[src/fpg_pkg.sv]
/*
 * shared constants and types of the flash protection gate:
 * register map, option byte encodings, access enumerations.
 * assumes a 32-bit axi4-lite register bus and one system clock.
 */
package fpg_pkg;
    // ----------------------------------------------------------------
    // register map (byte addresses) and field positions
    // ----------------------------------------------------------------
    localparam int AXI_AW = 8;
    localparam logic [7:0] REG_CTRL = 8'h00;
    localparam logic [7:0] REG_KEY = 8'h04;
    localparam logic [7:0] REG_STATUS = 8'h08;
    localparam logic [7:0] REG_OPTION = 8'h0C;
    localparam logic [7:0] REG_PAGE_LOCK = 8'h10;
    localparam logic [7:0] REG_READLOCK = 8'h14;
    localparam int CTRL_OPTWE_BIT = 0;
    localparam int STS_PROT_ERR_BIT = 0;
    localparam int STS_BUSY_BIT = 1;
    localparam int STS_KEY_LOCK_BIT = 2;
    localparam int OPT_ERR_BIT = 0;
    localparam int OPT_LEVEL_LSB = 1;
    localparam int OPT_DBG_OFF_BIT = 3;
    localparam logic [1:0] RESP_OKAY = 2'h0;
    localparam logic [1:0] RESP_SLVERR = 2'h2;
    localparam logic [3:0] STRB_ALL = 4'hF;
    // ----------------------------------------------------------------
    // option byte encodings and unlock keys
    // ----------------------------------------------------------------
    localparam logic [31:0] OPT_KEY1 = 32'h45670123;
    localparam logic [31:0] OPT_KEY2 = 32'hCDEF89AB;
    localparam logic [7:0] BYTE_ERASED = 8'hFF;
    localparam logic [7:0] RL_L0_BYTE = 8'hA5;
    localparam logic [7:0] RL_L0_COMP = 8'h5A;
    localparam logic [7:0] RL_L2_BYTE = 8'hCC;
    localparam logic [7:0] RL_L2_COMP = 8'h33;
    localparam logic [3:0] OB_RL_OFFSET = 4'h0;
    localparam int PAGES = 32;
    localparam int PAGES_PER_UNIT = 2;
    localparam int LOCK_UNITS = PAGES / PAGES_PER_UNIT;
    // ----------------------------------------------------------------
    // enumerations
    // ----------------------------------------------------------------
    typedef enum logic [1:0] {LVL_L0 = 2'b00, LVL_L1 = 2'b01, LVL_L2 = 2'b10} fpg_level_t;
    typedef enum logic [1:0] {AREA_MAIN = 2'b00, AREA_OPTION = 2'b01, AREA_SYSMEM = 2'b10,
        AREA_SYSCFG = 2'b11} fpg_area_t;
    typedef enum logic [1:0] {OP_READ = 2'b00, OP_PROG = 2'b01, OP_PAGE_ERASE = 2'b10,
        OP_MASS_ERASE = 2'b11} fpg_op_t;
    typedef enum logic [1:0] {M_CPU = 2'b00, M_DMA = 2'b01, M_DEBUG = 2'b10} fpg_master_t;
    typedef enum logic [1:0] {BOOT_MAIN = 2'b00, BOOT_SYSMEM = 2'b01, BOOT_SRAM = 2'b10} fpg_boot_t;
    typedef enum logic [1:0] {ST_LOAD = 2'b00, ST_IDLE = 2'b01, ST_ERASE_WAIT = 2'b10,
        ST_REWRITE = 2'b11} fpg_state_t;
endpackage

[src/fpg_gate.sv]
/*
 * flash protection gate: latches option bytes after reset, decodes the
 * protection level and page locks, rules on every flash request, runs the
 * automatic main erase on a drop to the unprotected level.
 * assumes option words, requests, boot and debug inputs come from logic on
 * REF_CLK, and an axi4-lite master on the register side.
 */
// Contract
// - pages 0..31 write-locked in pairs, one lock bit per pair
// - changed lock settings act only after reset reloads them
// - program or erase of locked page refused, protection error flag set
// - boot program memory block never programmed or erased
// - system configuration block never programmed or erased
// - software relocks option block; only correct key pair unlocks it
// - level L0 only for A5/5A primary bytes and no L2 match
// - level L2 whenever secondary bytes are CC/33
// - every other read-lock combination, erased included, is L1
// - at L0 main reads free, main writes limited only by page locks
// - at L1 main reads only for main-boot code outside debug
// - at L1 code from main flash may program all unlocked pages
// - at L1 debug or sram boot blocks page writes, mass erase allowed
// - at L1 sram code, dma from sram and debug paths blocked
// - writing A5 at L1 mass-erases main then rewrites A5 internally
// - option block erase alone never starts automatic main erase
// - L2 as L1 plus debug disabled and level frozen
// - at L0 system memory reachable only when booted there
// - main mass erase accepted in every boot mode at L0/L1
// - level changes L0 to L1/L2, L1 to L0/L2 accepted
// - low lock byte bit n covers pages 2n and 2n+1
// - option byte failing complement check raises error, forced to FF
`timescale 1ns/100ps
module fpg_gate (
    // clock and reset
    input wire logic REF_CLK,
    input wire logic RST_N,
    // option words read from the array
    input wire logic [31:0] OB_WORD_RL,
    input wire logic [31:0] OB_WORD_LOCK,
    input wire logic [31:0] OB_WORD_RL2,
    // access request
    input wire logic REQ_VALID,
    input wire logic [1:0] REQ_AREA,
    input wire logic [1:0] REQ_OP,
    input wire logic [4:0] REQ_PAGE,
    input wire logic [3:0] REQ_OFFSET,
    input wire logic [7:0] REQ_DATA,
    input wire logic [1:0] REQ_MASTER,
    input wire logic [1:0] REQ_BOOT,
    input wire logic REQ_DEBUG,
    // access answer
    output logic REQ_GRANT,
    output logic REQ_REFUSE,
    // automatic erase handshake with the array
    output logic MASS_ERASE_GO,
    input wire logic MASS_ERASE_DONE,
    output logic RL_REWRITE_GO,
    // protection state
    output logic [1:0] LEVEL,
    output logic [15:0] PAGE_LOCK,
    output logic DEBUG_OFF,
    // axi4-lite slave
    input wire logic [7:0] S_AXI_AWADDR,
    input wire logic S_AXI_AWVALID,
    output logic S_AXI_AWREADY,
    input wire logic [31:0] S_AXI_WDATA,
    input wire logic [3:0] S_AXI_WSTRB,
    input wire logic S_AXI_WVALID,
    output logic S_AXI_WREADY,
    output logic [1:0] S_AXI_BRESP,
    output logic S_AXI_BVALID,
    input wire logic S_AXI_BREADY,
    input wire logic [7:0] S_AXI_ARADDR,
    input wire logic S_AXI_ARVALID,
    output logic S_AXI_ARREADY,
    output logic [31:0] S_AXI_RDATA,
    output logic [1:0] S_AXI_RRESP,
    output logic S_AXI_RVALID,
    input wire logic S_AXI_RREADY
);
    // ----------------------------------------------------------------
    // state
    // ----------------------------------------------------------------
    typedef struct packed {
        fpg_pkg::fpg_state_t st;
        logic [7:0] rl1;
        logic [7:0] rl1c;
        logic [7:0] rl2;
        logic [7:0] rl2c;
        logic [15:0] lock;
        logic ob_err;
        fpg_pkg::fpg_level_t level;
        logic dbg_off;
        logic optwe;
        logic key1_ok;
        logic key_locked;
        logic prot_err;
        logic grant;
        logic refuse;
        logic me_go;
        logic rw_go;
        logic awrdy;
        logic wrdy;
        logic aw_ok;
        logic w_ok;
        logic [7:0] awaddr;
        logic [31:0] wdata;
        logic [3:0] wstrb;
        logic bvalid;
        logic [1:0] bresp;
        logic arrdy;
        logic rvalid;
        logic [31:0] rdata;
        logic [1:0] rresp;
    } fpg_regs_t;

    localparam fpg_regs_t RESET_VAL = '{st: fpg_pkg::ST_LOAD, level: fpg_pkg::LVL_L1,
        rl1: fpg_pkg::BYTE_ERASED, rl1c: fpg_pkg::BYTE_ERASED, rl2: fpg_pkg::BYTE_ERASED,
        rl2c: fpg_pkg::BYTE_ERASED, lock: '0, awrdy: 1'b1, wrdy: 1'b1, arrdy: 1'b1,
        awaddr: '0, wdata: '0, wstrb: '0, bresp: '0, rdata: '0, rresp: '0, default: 1'b0};

    fpg_regs_t q;
    fpg_regs_t d;

    // ----------------------------------------------------------------
    // functions
    // ----------------------------------------------------------------
    // complement check: erased pair skips it, a mismatch forces FF
    function automatic logic [8:0] fpg_check(input logic [7:0] b, input logic [7:0] c);
        logic bad;
        bad = (b != ~c) && !(b == fpg_pkg::BYTE_ERASED && c == fpg_pkg::BYTE_ERASED);
        return bad ? {1'b1, fpg_pkg::BYTE_ERASED} : {1'b0, b};
    endfunction

    // level decode from the checked read-lock bytes
    function automatic fpg_pkg::fpg_level_t fpg_decode(input logic [7:0] r1, input logic [7:0] r1c,
        input logic [7:0] r2, input logic [7:0] r2c);
        fpg_pkg::fpg_level_t lv;
        lv = fpg_pkg::LVL_L1;
        if (r2 == fpg_pkg::RL_L2_BYTE && r2c == fpg_pkg::RL_L2_COMP) begin
            lv = fpg_pkg::LVL_L2;
        end else if (r1 == fpg_pkg::RL_L0_BYTE && r1c == fpg_pkg::RL_L0_COMP) begin
            lv = fpg_pkg::LVL_L0;
        end
        return lv;
    endfunction

    // single permit for one request
    function automatic logic fpg_permit(input fpg_pkg::fpg_level_t lv, input fpg_pkg::fpg_area_t ar,
        input fpg_pkg::fpg_op_t op, input fpg_pkg::fpg_master_t m, input fpg_pkg::fpg_boot_t bt,
        input logic dbg, input logic lk, input logic optwe);
        logic prot;
        logic trusted;
        logic modify;
        logic ok;
        prot = (lv != fpg_pkg::LVL_L0);
        trusted = (m != fpg_pkg::M_DEBUG) && (bt == fpg_pkg::BOOT_MAIN) && !dbg;
        modify = (op != fpg_pkg::OP_READ);
        ok = 1'b0;
        if (lv == fpg_pkg::LVL_L2 && (m == fpg_pkg::M_DEBUG || dbg)) begin
            ok = 1'b0;
        end else begin
            case (ar)
                fpg_pkg::AREA_MAIN: begin
                    if (op == fpg_pkg::OP_MASS_ERASE) begin
                        ok = 1'b1;
                    end else if (!prot) begin
                        ok = !modify || !lk;
                    end else begin
                        ok = trusted && (!modify || !lk);
                    end
                end
                fpg_pkg::AREA_OPTION: begin
                    ok = !modify || (optwe && lv != fpg_pkg::LVL_L2 && op != fpg_pkg::OP_MASS_ERASE);
                end
                fpg_pkg::AREA_SYSMEM: begin
                    ok = !modify && !prot && bt == fpg_pkg::BOOT_SYSMEM;
                end
                fpg_pkg::AREA_SYSCFG: begin
                    ok = !modify && !(prot && (m == fpg_pkg::M_DEBUG || bt == fpg_pkg::BOOT_SRAM));
                end
                default: begin
                    ok = 1'b0;
                end
            endcase
        end
        return ok;
    endfunction

    // ----------------------------------------------------------------
    // next state
    // ----------------------------------------------------------------
    logic [8:0] chk_rl1;
    logic [8:0] chk_rl2;
    logic [8:0] chk_lo;
    logic [8:0] chk_hi;
    logic req_ok;
    logic req_mod;
    logic auto_erase;

    // complement checks on the raw option words
    // byte check
    assign chk_rl1 = fpg_check(OB_WORD_RL[7:0], OB_WORD_RL[15:8]);
    assign chk_rl2 = fpg_check(OB_WORD_RL2[7:0], OB_WORD_RL2[15:8]);
    assign chk_lo = fpg_check(OB_WORD_LOCK[7:0], OB_WORD_LOCK[15:8]);
    assign chk_hi = fpg_check(OB_WORD_LOCK[23:16], OB_WORD_LOCK[31:24]);

    // request ruling against the latched state
    // single ruling
    assign req_ok = fpg_permit(q.level, fpg_pkg::fpg_area_t'(REQ_AREA), fpg_pkg::fpg_op_t'(REQ_OP),
        fpg_pkg::fpg_master_t'(REQ_MASTER), fpg_pkg::fpg_boot_t'(REQ_BOOT), REQ_DEBUG,
        q.lock[REQ_PAGE[4:1]], q.optwe) && q.st == fpg_pkg::ST_IDLE;
    assign req_mod = REQ_OP != fpg_pkg::OP_READ;
    assign auto_erase = REQ_VALID && req_ok && REQ_AREA == fpg_pkg::AREA_OPTION
        && REQ_OP == fpg_pkg::OP_PROG && REQ_OFFSET == fpg_pkg::OB_RL_OFFSET
        && REQ_DATA == fpg_pkg::RL_L0_BYTE && q.level == fpg_pkg::LVL_L1;

    always_comb begin
        d = q;
        d.grant = 1'b0;
        d.refuse = 1'b0;
        d.me_go = 1'b0;
        d.rw_go = 1'b0;
        // protection sequencer
        case (q.st)
            fpg_pkg::ST_LOAD: begin
                d.rl1 = chk_rl1[7:0];
                d.rl1c = OB_WORD_RL[15:8];
                d.rl2 = chk_rl2[7:0];
                d.rl2c = OB_WORD_RL2[15:8];
                d.ob_err = chk_rl1[8] | chk_rl2[8] | chk_lo[8] | chk_hi[8];
                d.lock = ~{chk_hi[7:0], chk_lo[7:0]};
                d.level = fpg_decode(chk_rl1[7:0], OB_WORD_RL[15:8], chk_rl2[7:0], OB_WORD_RL2[15:8]);
                d.dbg_off = fpg_decode(chk_rl1[7:0], OB_WORD_RL[15:8], chk_rl2[7:0],
                    OB_WORD_RL2[15:8]) == fpg_pkg::LVL_L2;
                d.st = fpg_pkg::ST_IDLE;
            end
            fpg_pkg::ST_IDLE: begin
                if (auto_erase) begin
                    d.me_go = 1'b1;
                    d.st = fpg_pkg::ST_ERASE_WAIT;
                end
            end
            fpg_pkg::ST_ERASE_WAIT: begin
                if (MASS_ERASE_DONE) begin
                    d.rw_go = 1'b1;
                    d.st = fpg_pkg::ST_REWRITE;
                end
            end
            fpg_pkg::ST_REWRITE: begin
                d.st = fpg_pkg::ST_IDLE; // level stays until the next reset
            end
            default: begin
                d.st = fpg_pkg::ST_IDLE;
            end
        endcase

        // axi write channel capture
        if (S_AXI_AWVALID && q.awrdy) begin
            d.awaddr = S_AXI_AWADDR;
            d.awrdy = 1'b0;
            d.aw_ok = 1'b1;
        end
        if (S_AXI_WVALID && q.wrdy) begin
            d.wdata = S_AXI_WDATA;
            d.wstrb = S_AXI_WSTRB;
            d.wrdy = 1'b0;
            d.w_ok = 1'b1;
        end
        // axi write effect once both halves are held
        if (q.aw_ok && q.w_ok && !q.bvalid) begin
            d.bvalid = 1'b1;
            d.bresp = fpg_pkg::RESP_OKAY;
            case (q.awaddr)
                fpg_pkg::REG_CTRL: begin
                    if (q.wstrb[0] && !q.wdata[fpg_pkg::CTRL_OPTWE_BIT]) begin
                        d.optwe = 1'b0;
                    end
                end
                fpg_pkg::REG_KEY: begin
                    if (q.key_locked || q.wstrb != fpg_pkg::STRB_ALL) begin
                        d.bresp = fpg_pkg::RESP_SLVERR;
                    end else if (!q.key1_ok && q.wdata == fpg_pkg::OPT_KEY1) begin
                        d.key1_ok = 1'b1;
                    end else if (q.key1_ok && q.wdata == fpg_pkg::OPT_KEY2) begin
                        d.key1_ok = 1'b0;
                        d.optwe = 1'b1;
                    end else begin
                        d.key1_ok = 1'b0;
                        d.key_locked = 1'b1;
                        d.optwe = 1'b0;
                        d.bresp = fpg_pkg::RESP_SLVERR;
                    end
                end
                fpg_pkg::REG_STATUS: begin
                    if (q.wstrb[0] && q.wdata[fpg_pkg::STS_PROT_ERR_BIT]) begin
                        d.prot_err = 1'b0;
                    end
                end
                fpg_pkg::REG_OPTION, fpg_pkg::REG_PAGE_LOCK, fpg_pkg::REG_READLOCK: begin
                    d.bresp = fpg_pkg::RESP_OKAY; // read-only, write ignored
                end
                default: begin
                    d.bresp = fpg_pkg::RESP_SLVERR;
                end
            endcase
        end
        if (q.bvalid && S_AXI_BREADY) begin
            d.bvalid = 1'b0;
            d.aw_ok = 1'b0;
            d.w_ok = 1'b0;
            d.awrdy = 1'b1;
            d.wrdy = 1'b1;
        end

        // axi read channel
        if (S_AXI_ARVALID && q.arrdy) begin
            d.arrdy = 1'b0;
            d.rvalid = 1'b1;
            d.rresp = fpg_pkg::RESP_OKAY;
            d.rdata = '0;
            case (S_AXI_ARADDR)
                fpg_pkg::REG_CTRL: d.rdata[fpg_pkg::CTRL_OPTWE_BIT] = q.optwe;
                fpg_pkg::REG_KEY: d.rdata = '0;
                fpg_pkg::REG_STATUS: begin
                    d.rdata[fpg_pkg::STS_PROT_ERR_BIT] = q.prot_err;
                    d.rdata[fpg_pkg::STS_BUSY_BIT] = q.st != fpg_pkg::ST_IDLE;
                    d.rdata[fpg_pkg::STS_KEY_LOCK_BIT] = q.key_locked;
                end
                fpg_pkg::REG_OPTION: begin
                    d.rdata[fpg_pkg::OPT_ERR_BIT] = q.ob_err;
                    d.rdata[fpg_pkg::OPT_LEVEL_LSB +: 2] = q.level;
                    d.rdata[fpg_pkg::OPT_DBG_OFF_BIT] = q.dbg_off;
                end
                fpg_pkg::REG_PAGE_LOCK: d.rdata[15:0] = q.lock;
                fpg_pkg::REG_READLOCK: d.rdata = {q.rl2c, q.rl2, q.rl1c, q.rl1};
                default: d.rresp = fpg_pkg::RESP_SLVERR;
            endcase
        end
        if (q.rvalid && S_AXI_RREADY) begin
            d.rvalid = 1'b0;
            d.arrdy = 1'b1;
        end

        // request answer, one cycle after the request
        // refuse and flag
        if (REQ_VALID) begin
            d.grant = req_ok;
            d.refuse = !req_ok;
            if (!req_ok && req_mod && q.st == fpg_pkg::ST_IDLE) begin
                d.prot_err = 1'b1; // set wins over a same-cycle clear
            end
        end
    end

    // state register
    // held after load
    always_ff @(posedge REF_CLK) begin
        if (!RST_N) begin
            q <= RESET_VAL;
        end else begin
            q <= d;
        end
    end

    // ----------------------------------------------------------------
    // outputs
    // ----------------------------------------------------------------
    assign REQ_GRANT = q.grant;
    assign REQ_REFUSE = q.refuse;
    assign MASS_ERASE_GO = q.me_go;
    assign RL_REWRITE_GO = q.rw_go;
    assign LEVEL = q.level;
    assign PAGE_LOCK = q.lock;
    assign DEBUG_OFF = q.dbg_off;
    assign S_AXI_AWREADY = q.awrdy;
    assign S_AXI_WREADY = q.wrdy;
    assign S_AXI_BRESP = q.bresp;
    assign S_AXI_BVALID = q.bvalid;
    assign S_AXI_ARREADY = q.arrdy;
    assign S_AXI_RDATA = q.rdata;
    assign S_AXI_RRESP = q.rresp;
    assign S_AXI_RVALID = q.rvalid;
endmodule // fpg_gate

[config.mk]
export PLATFORM = sky130hd
export DESIGN_NAME = fpg_gate
export DESIGN_NICKNAME = d
export VERILOG_FILES = /design/src/fpg_pkg.sv /design/src/fpg_gate.sv
export SDC_FILE = /design/constraint.sdc
export NUM_CORES = 1
export LEC_CHECK = 0
export BUFFER_PORTS_ARGS = -buffer_cell sky130_fd_sc_hd__buf_2
export CAP_MARGIN = 25
export CELL_PAD_IN_SITES_DETAIL_PLACEMENT = 2
export CELL_PAD_IN_SITES_GLOBAL_PLACEMENT = 2
export CORE_MARGIN = 2
export CORE_UTILIZATION = 31
export CTS_CLUSTER_SIZE = 30
export DETAILED_ROUTE_END_ITERATION = 12
export GPL_TIMING_DRIVEN = 0
export PLACE_DENSITY_LB_ADDON = 0.1
export SLEW_MARGIN = 15
export SYNTH_ARGS = -nofsm -noshare
export SYNTH_HDL_FRONTEND = slang
export SYNTH_SLANG_ARGS = --single-unit
[constraint.sdc]
create_clock -name REF_CLK -period 2.9 [get_ports REF_CLK]
set_input_delay 0.29 -clock REF_CLK [delete_from_list [all_inputs] [get_ports REF_CLK]]
set_output_delay 0.29 -clock REF_CLK [all_outputs]
set_load 0.02 [all_outputs]
==> results.toml <==
[run_status]
status = "completed"

[power_and_ir_drop]
power.internal_mw = 3.99
power_frac_seq_pct = 39.3
clock_power_share_pct = 39.5
p_leak_nw = 3.85
vdd_drop_max_mv = 0.330
p_sw_mw = 1.83
power_density_nw_per_um2 = 634
p_comb_share_pct = 21.2
swShare_pct = 31.4

[worst_setup_path]
crit_path_max_incr_delay_ps = 660
crit_type = "flop to flop"
cp_max_fo = 10
ff2ff_setup_slack_ps = 600
start_kind = "flop"
required_ps = 3190
arrival_ps = 2590
critical_path.slowest_cell = "buf_1"
r2r-start = "q[147]"
critical_path.cell_chain = "inv_1 -> ha_1 -> clkbuf_1 -> buf_1 -> mux2i_1 -> nand2_1"
crit_path_end_kind = "flop"
setup.worst_path.start = "q[147]"

[floorplan]
die_h_um = 156
die_width_um = 156
num_rows = 55
core_area_sq_um = 22600
die_area_sq_um = 24300
io_pins = 247
initial_utilization_pct = 31.6

[grt]
grt_pass1_vias = 7642
track_usage_pct = 21.7
grt_max_degree = 17
grt_pass1_wl_mm = 41.2
gr-total-overflow = 0
antenna_found_initial = 0

[route]
dr.pass1.iters = 4
post-route-drc-count = 0
avgRoutedWirePerCell_um = 18.8
dr.first_iter.drc_count = 247
avgViaCountPerCell = 5.13
ant_nets = 0
wirelength_mm = 25.8
via_count = 7016

[worst_hold_path]
min_path_type = "input pin to flop"
worstHoldStart = "S_AXI_WVALID"

[cts]
cts.sinks = 146
clkTransAtPathRegs_ps = 70
cts_tree = "done"
numCtsBuffers = 17
cts_resized = 0
clk_path_buf_depth = 2
cts_hold_buf = 0
cts_root_buf = "clkbuf_16"
clock_latency_ps = 430
h-tree-depth = 4
postCtsSetupBuffers = 0

[layout]
layout_commonest_cell = "buf_2"
fillCellCount = 2618
multi_input_area_sq_um = 3620
seqCellArea_sq_um = 2920
nets = 1254
final_cell_mix = "buf_2 (209), nand2_1 (172), dfxtp_1 (146)"
layout-drive-gt1-share_pct = 28.4
syn_to_final_growth_pct = 28.3
fin_area_sq_um = 9180

[timing]
period_minus_slack_ps = 2300
hold_viol_final = 0
timing.final.crit_share_pct = 79.3
setup_violations = 0
maxSlewViolCount = 0
worst_pin_slew_ps = 896
fin_skew_ps = 11.3
fin_setup_tns_ps = 0
rsz0062_at_grt = "no"
fmax_mhz = 435
slew_headroom_pct = 39.6

[yosys]
synth_area_sq_um = 7160
synth_top_area_share_pct = 40.8
synthAdderAreaFrac_pct = 0.699
netlist_instances = 838
yosys-top-cells-area = "dfxtp_1 (41%), nand2_1 (9.0%), a21boi_0 (7.6%)"
ys_ff_latch = 146
synthArstFlopShare_pct = 0
synthXorXnorAreaFrac_pct = 2.57
synth_edf_count = 0
synthSimpleGateAreaFrac_pct = 24.9
synth_top_family_by_area = "simple AND/OR/NAND/NOR gates"
ys.warnings.count = 0
muxShareOfSynthArea_pct = 4.02
synth_cell_types = 66
yosysTopAreaCell = "dfxtp_1"
seq_area_frac_synth_pct = 40.8
synth_ff_type = "dfxtp_1"
synth_compound_area_share_pct = 18.3
avgSynthCellArea_sq_um = 8.54

[place]
placed_area_sq_um = 8560
gp_congestion = 0.778
place_hpwl_mm = 20.0
io_buffer_count = 209

[flow_run]
max_cap_viol_count = 0
-- final timing paths --
kind | cells past startpoint | to
worst max-delay path | 6 | q[136]
worst min register to register | 2 | q[59]
worst max register to register | 6 | q[136]
worst min-delay path | 2 | S_AXI_WREADY
-- power groups by stage --
stage          combinational, mW  sequential, mW  clock [mW]
2_1_floorplan              0.762            2.30           0
3_3_place_gp                1.20            2.32           0
3_5_place_dp                1.22            2.33           0
4_1_cts                     1.25            2.29        2.35
5_1_grt                     1.37            2.31        2.45
6_report                    1.23            2.29        2.30
-- state kept, by name (all words and copies together), names as in the netlist --
register       count
S_AXI_RDATA       32
S_AXI_BVALID       1
REQ_GRANT          1
RL_REWRITE_GO      1
S_AXI_ARREADY      1
S_AXI_RVALID       1
q                 85
MASS_ERASE_GO      1
S_AXI_RRESP        1
REQ_REFUSE         1
S_AXI_BRESP        1
LEVEL              2
PAGE_LOCK         16
S_AXI_AWREADY      1
S_AXI_WREADY       1
-- logic make-up (layout without fill, tap and decap cells) --
family | count (synthesis) | count (layout)
AND/OR/NAND/NOR | 359 | 359
AO/OA/AOI/OAI | 173 | 173
flip-flops | 146 | 146
buffers and inverters | 108 | 349
multiplexers | 26 | 26
XOR/XNOR | 21 | 21
adder cells (fa/ha/maj) | 4 | 4
other | 1 | 4
-- synthesized netlist by cell type, drive strengths merged (3+ instances only) --
| library cell | number |
|---|---|
| a21boi | 74 |
| a21o | 3 |
| a21oi | 7 |
| a221oi | 13 |
| a22oi | 6 |
| a31oi | 5 |
| and2 | 12 |
| and3 | 6 |
| and4 | 3 |
| buf | 58 |
| clkbuf | 44 |
| dfxtp | 146 |
| ha | 4 |
| inv | 6 |
| mux2i | 22 |
| nand2 | 172 |
| nand2b | 4 |
| nand3 | 35 |
| nand3b | 10 |
| nand4 | 19 |
| nor2 | 34 |
| nor2b | 9 |
| nor3 | 7 |
| nor3b | 12 |
| nor4 | 14 |
| nor4b | 4 |
| nor4bb | 7 |
| o2111ai | 4 |
| o211a | 3 |
| o211ai | 4 |
| o21ai | 13 |
| o22ai | 16 |
| o2bb2ai | 8 |
| xnor2 | 21 |
-- per-stage QoR --
stage	power, mW	utilization (%)	instances	hold WS (ps)	worst slack (ps)
3_3_place_gp	3.52	37.8	1333	450	609
3_5_place_dp	3.55	37.8	1333	457	570
4_1_cts	5.88	40.5	1365	82.3	582
2_1_floorplan	3.06	-	839	390	997
6_report	5.82	40.5	1367	86.0	600
5_1_grt	6.13	40.5	1365	89.4	420
-- critical path, delay by kind of cell (launching register included) --
family	cells	cell delay (ps)
adder cells (fa/ha/maj)	1	170
buffers and inverters	3	1240
AND/OR/NAND/NOR	1	80
flip-flops	1	380
multiplexers	1	290
-- layout make-up --
type	instances	share of cell area, %
Inverter	6	0.245
Buffer	102	6.46
Tap cell	285	3.88
Timing Repair Buffer	209	11.4
Multi-Input combinational cell	585	39.4
Clock inverter	12	1.59
Antenna cell	2	0.0545
Clock buffer	20	5.08
Sequential cell	146	31.8
-- per-layer routing --
metal / vias up / GRT usage [%] / part of all wire, %
li1: 3378 / - / -
met1: 3468 / 25.8 / 43
met2: 142 / 40.9 / 53
met3: 28 / 3.42 / 3.7
met4: 0 / 4.85 / 1.0
met5: - / 0 / 0
(Power assumes the default switching activity.)
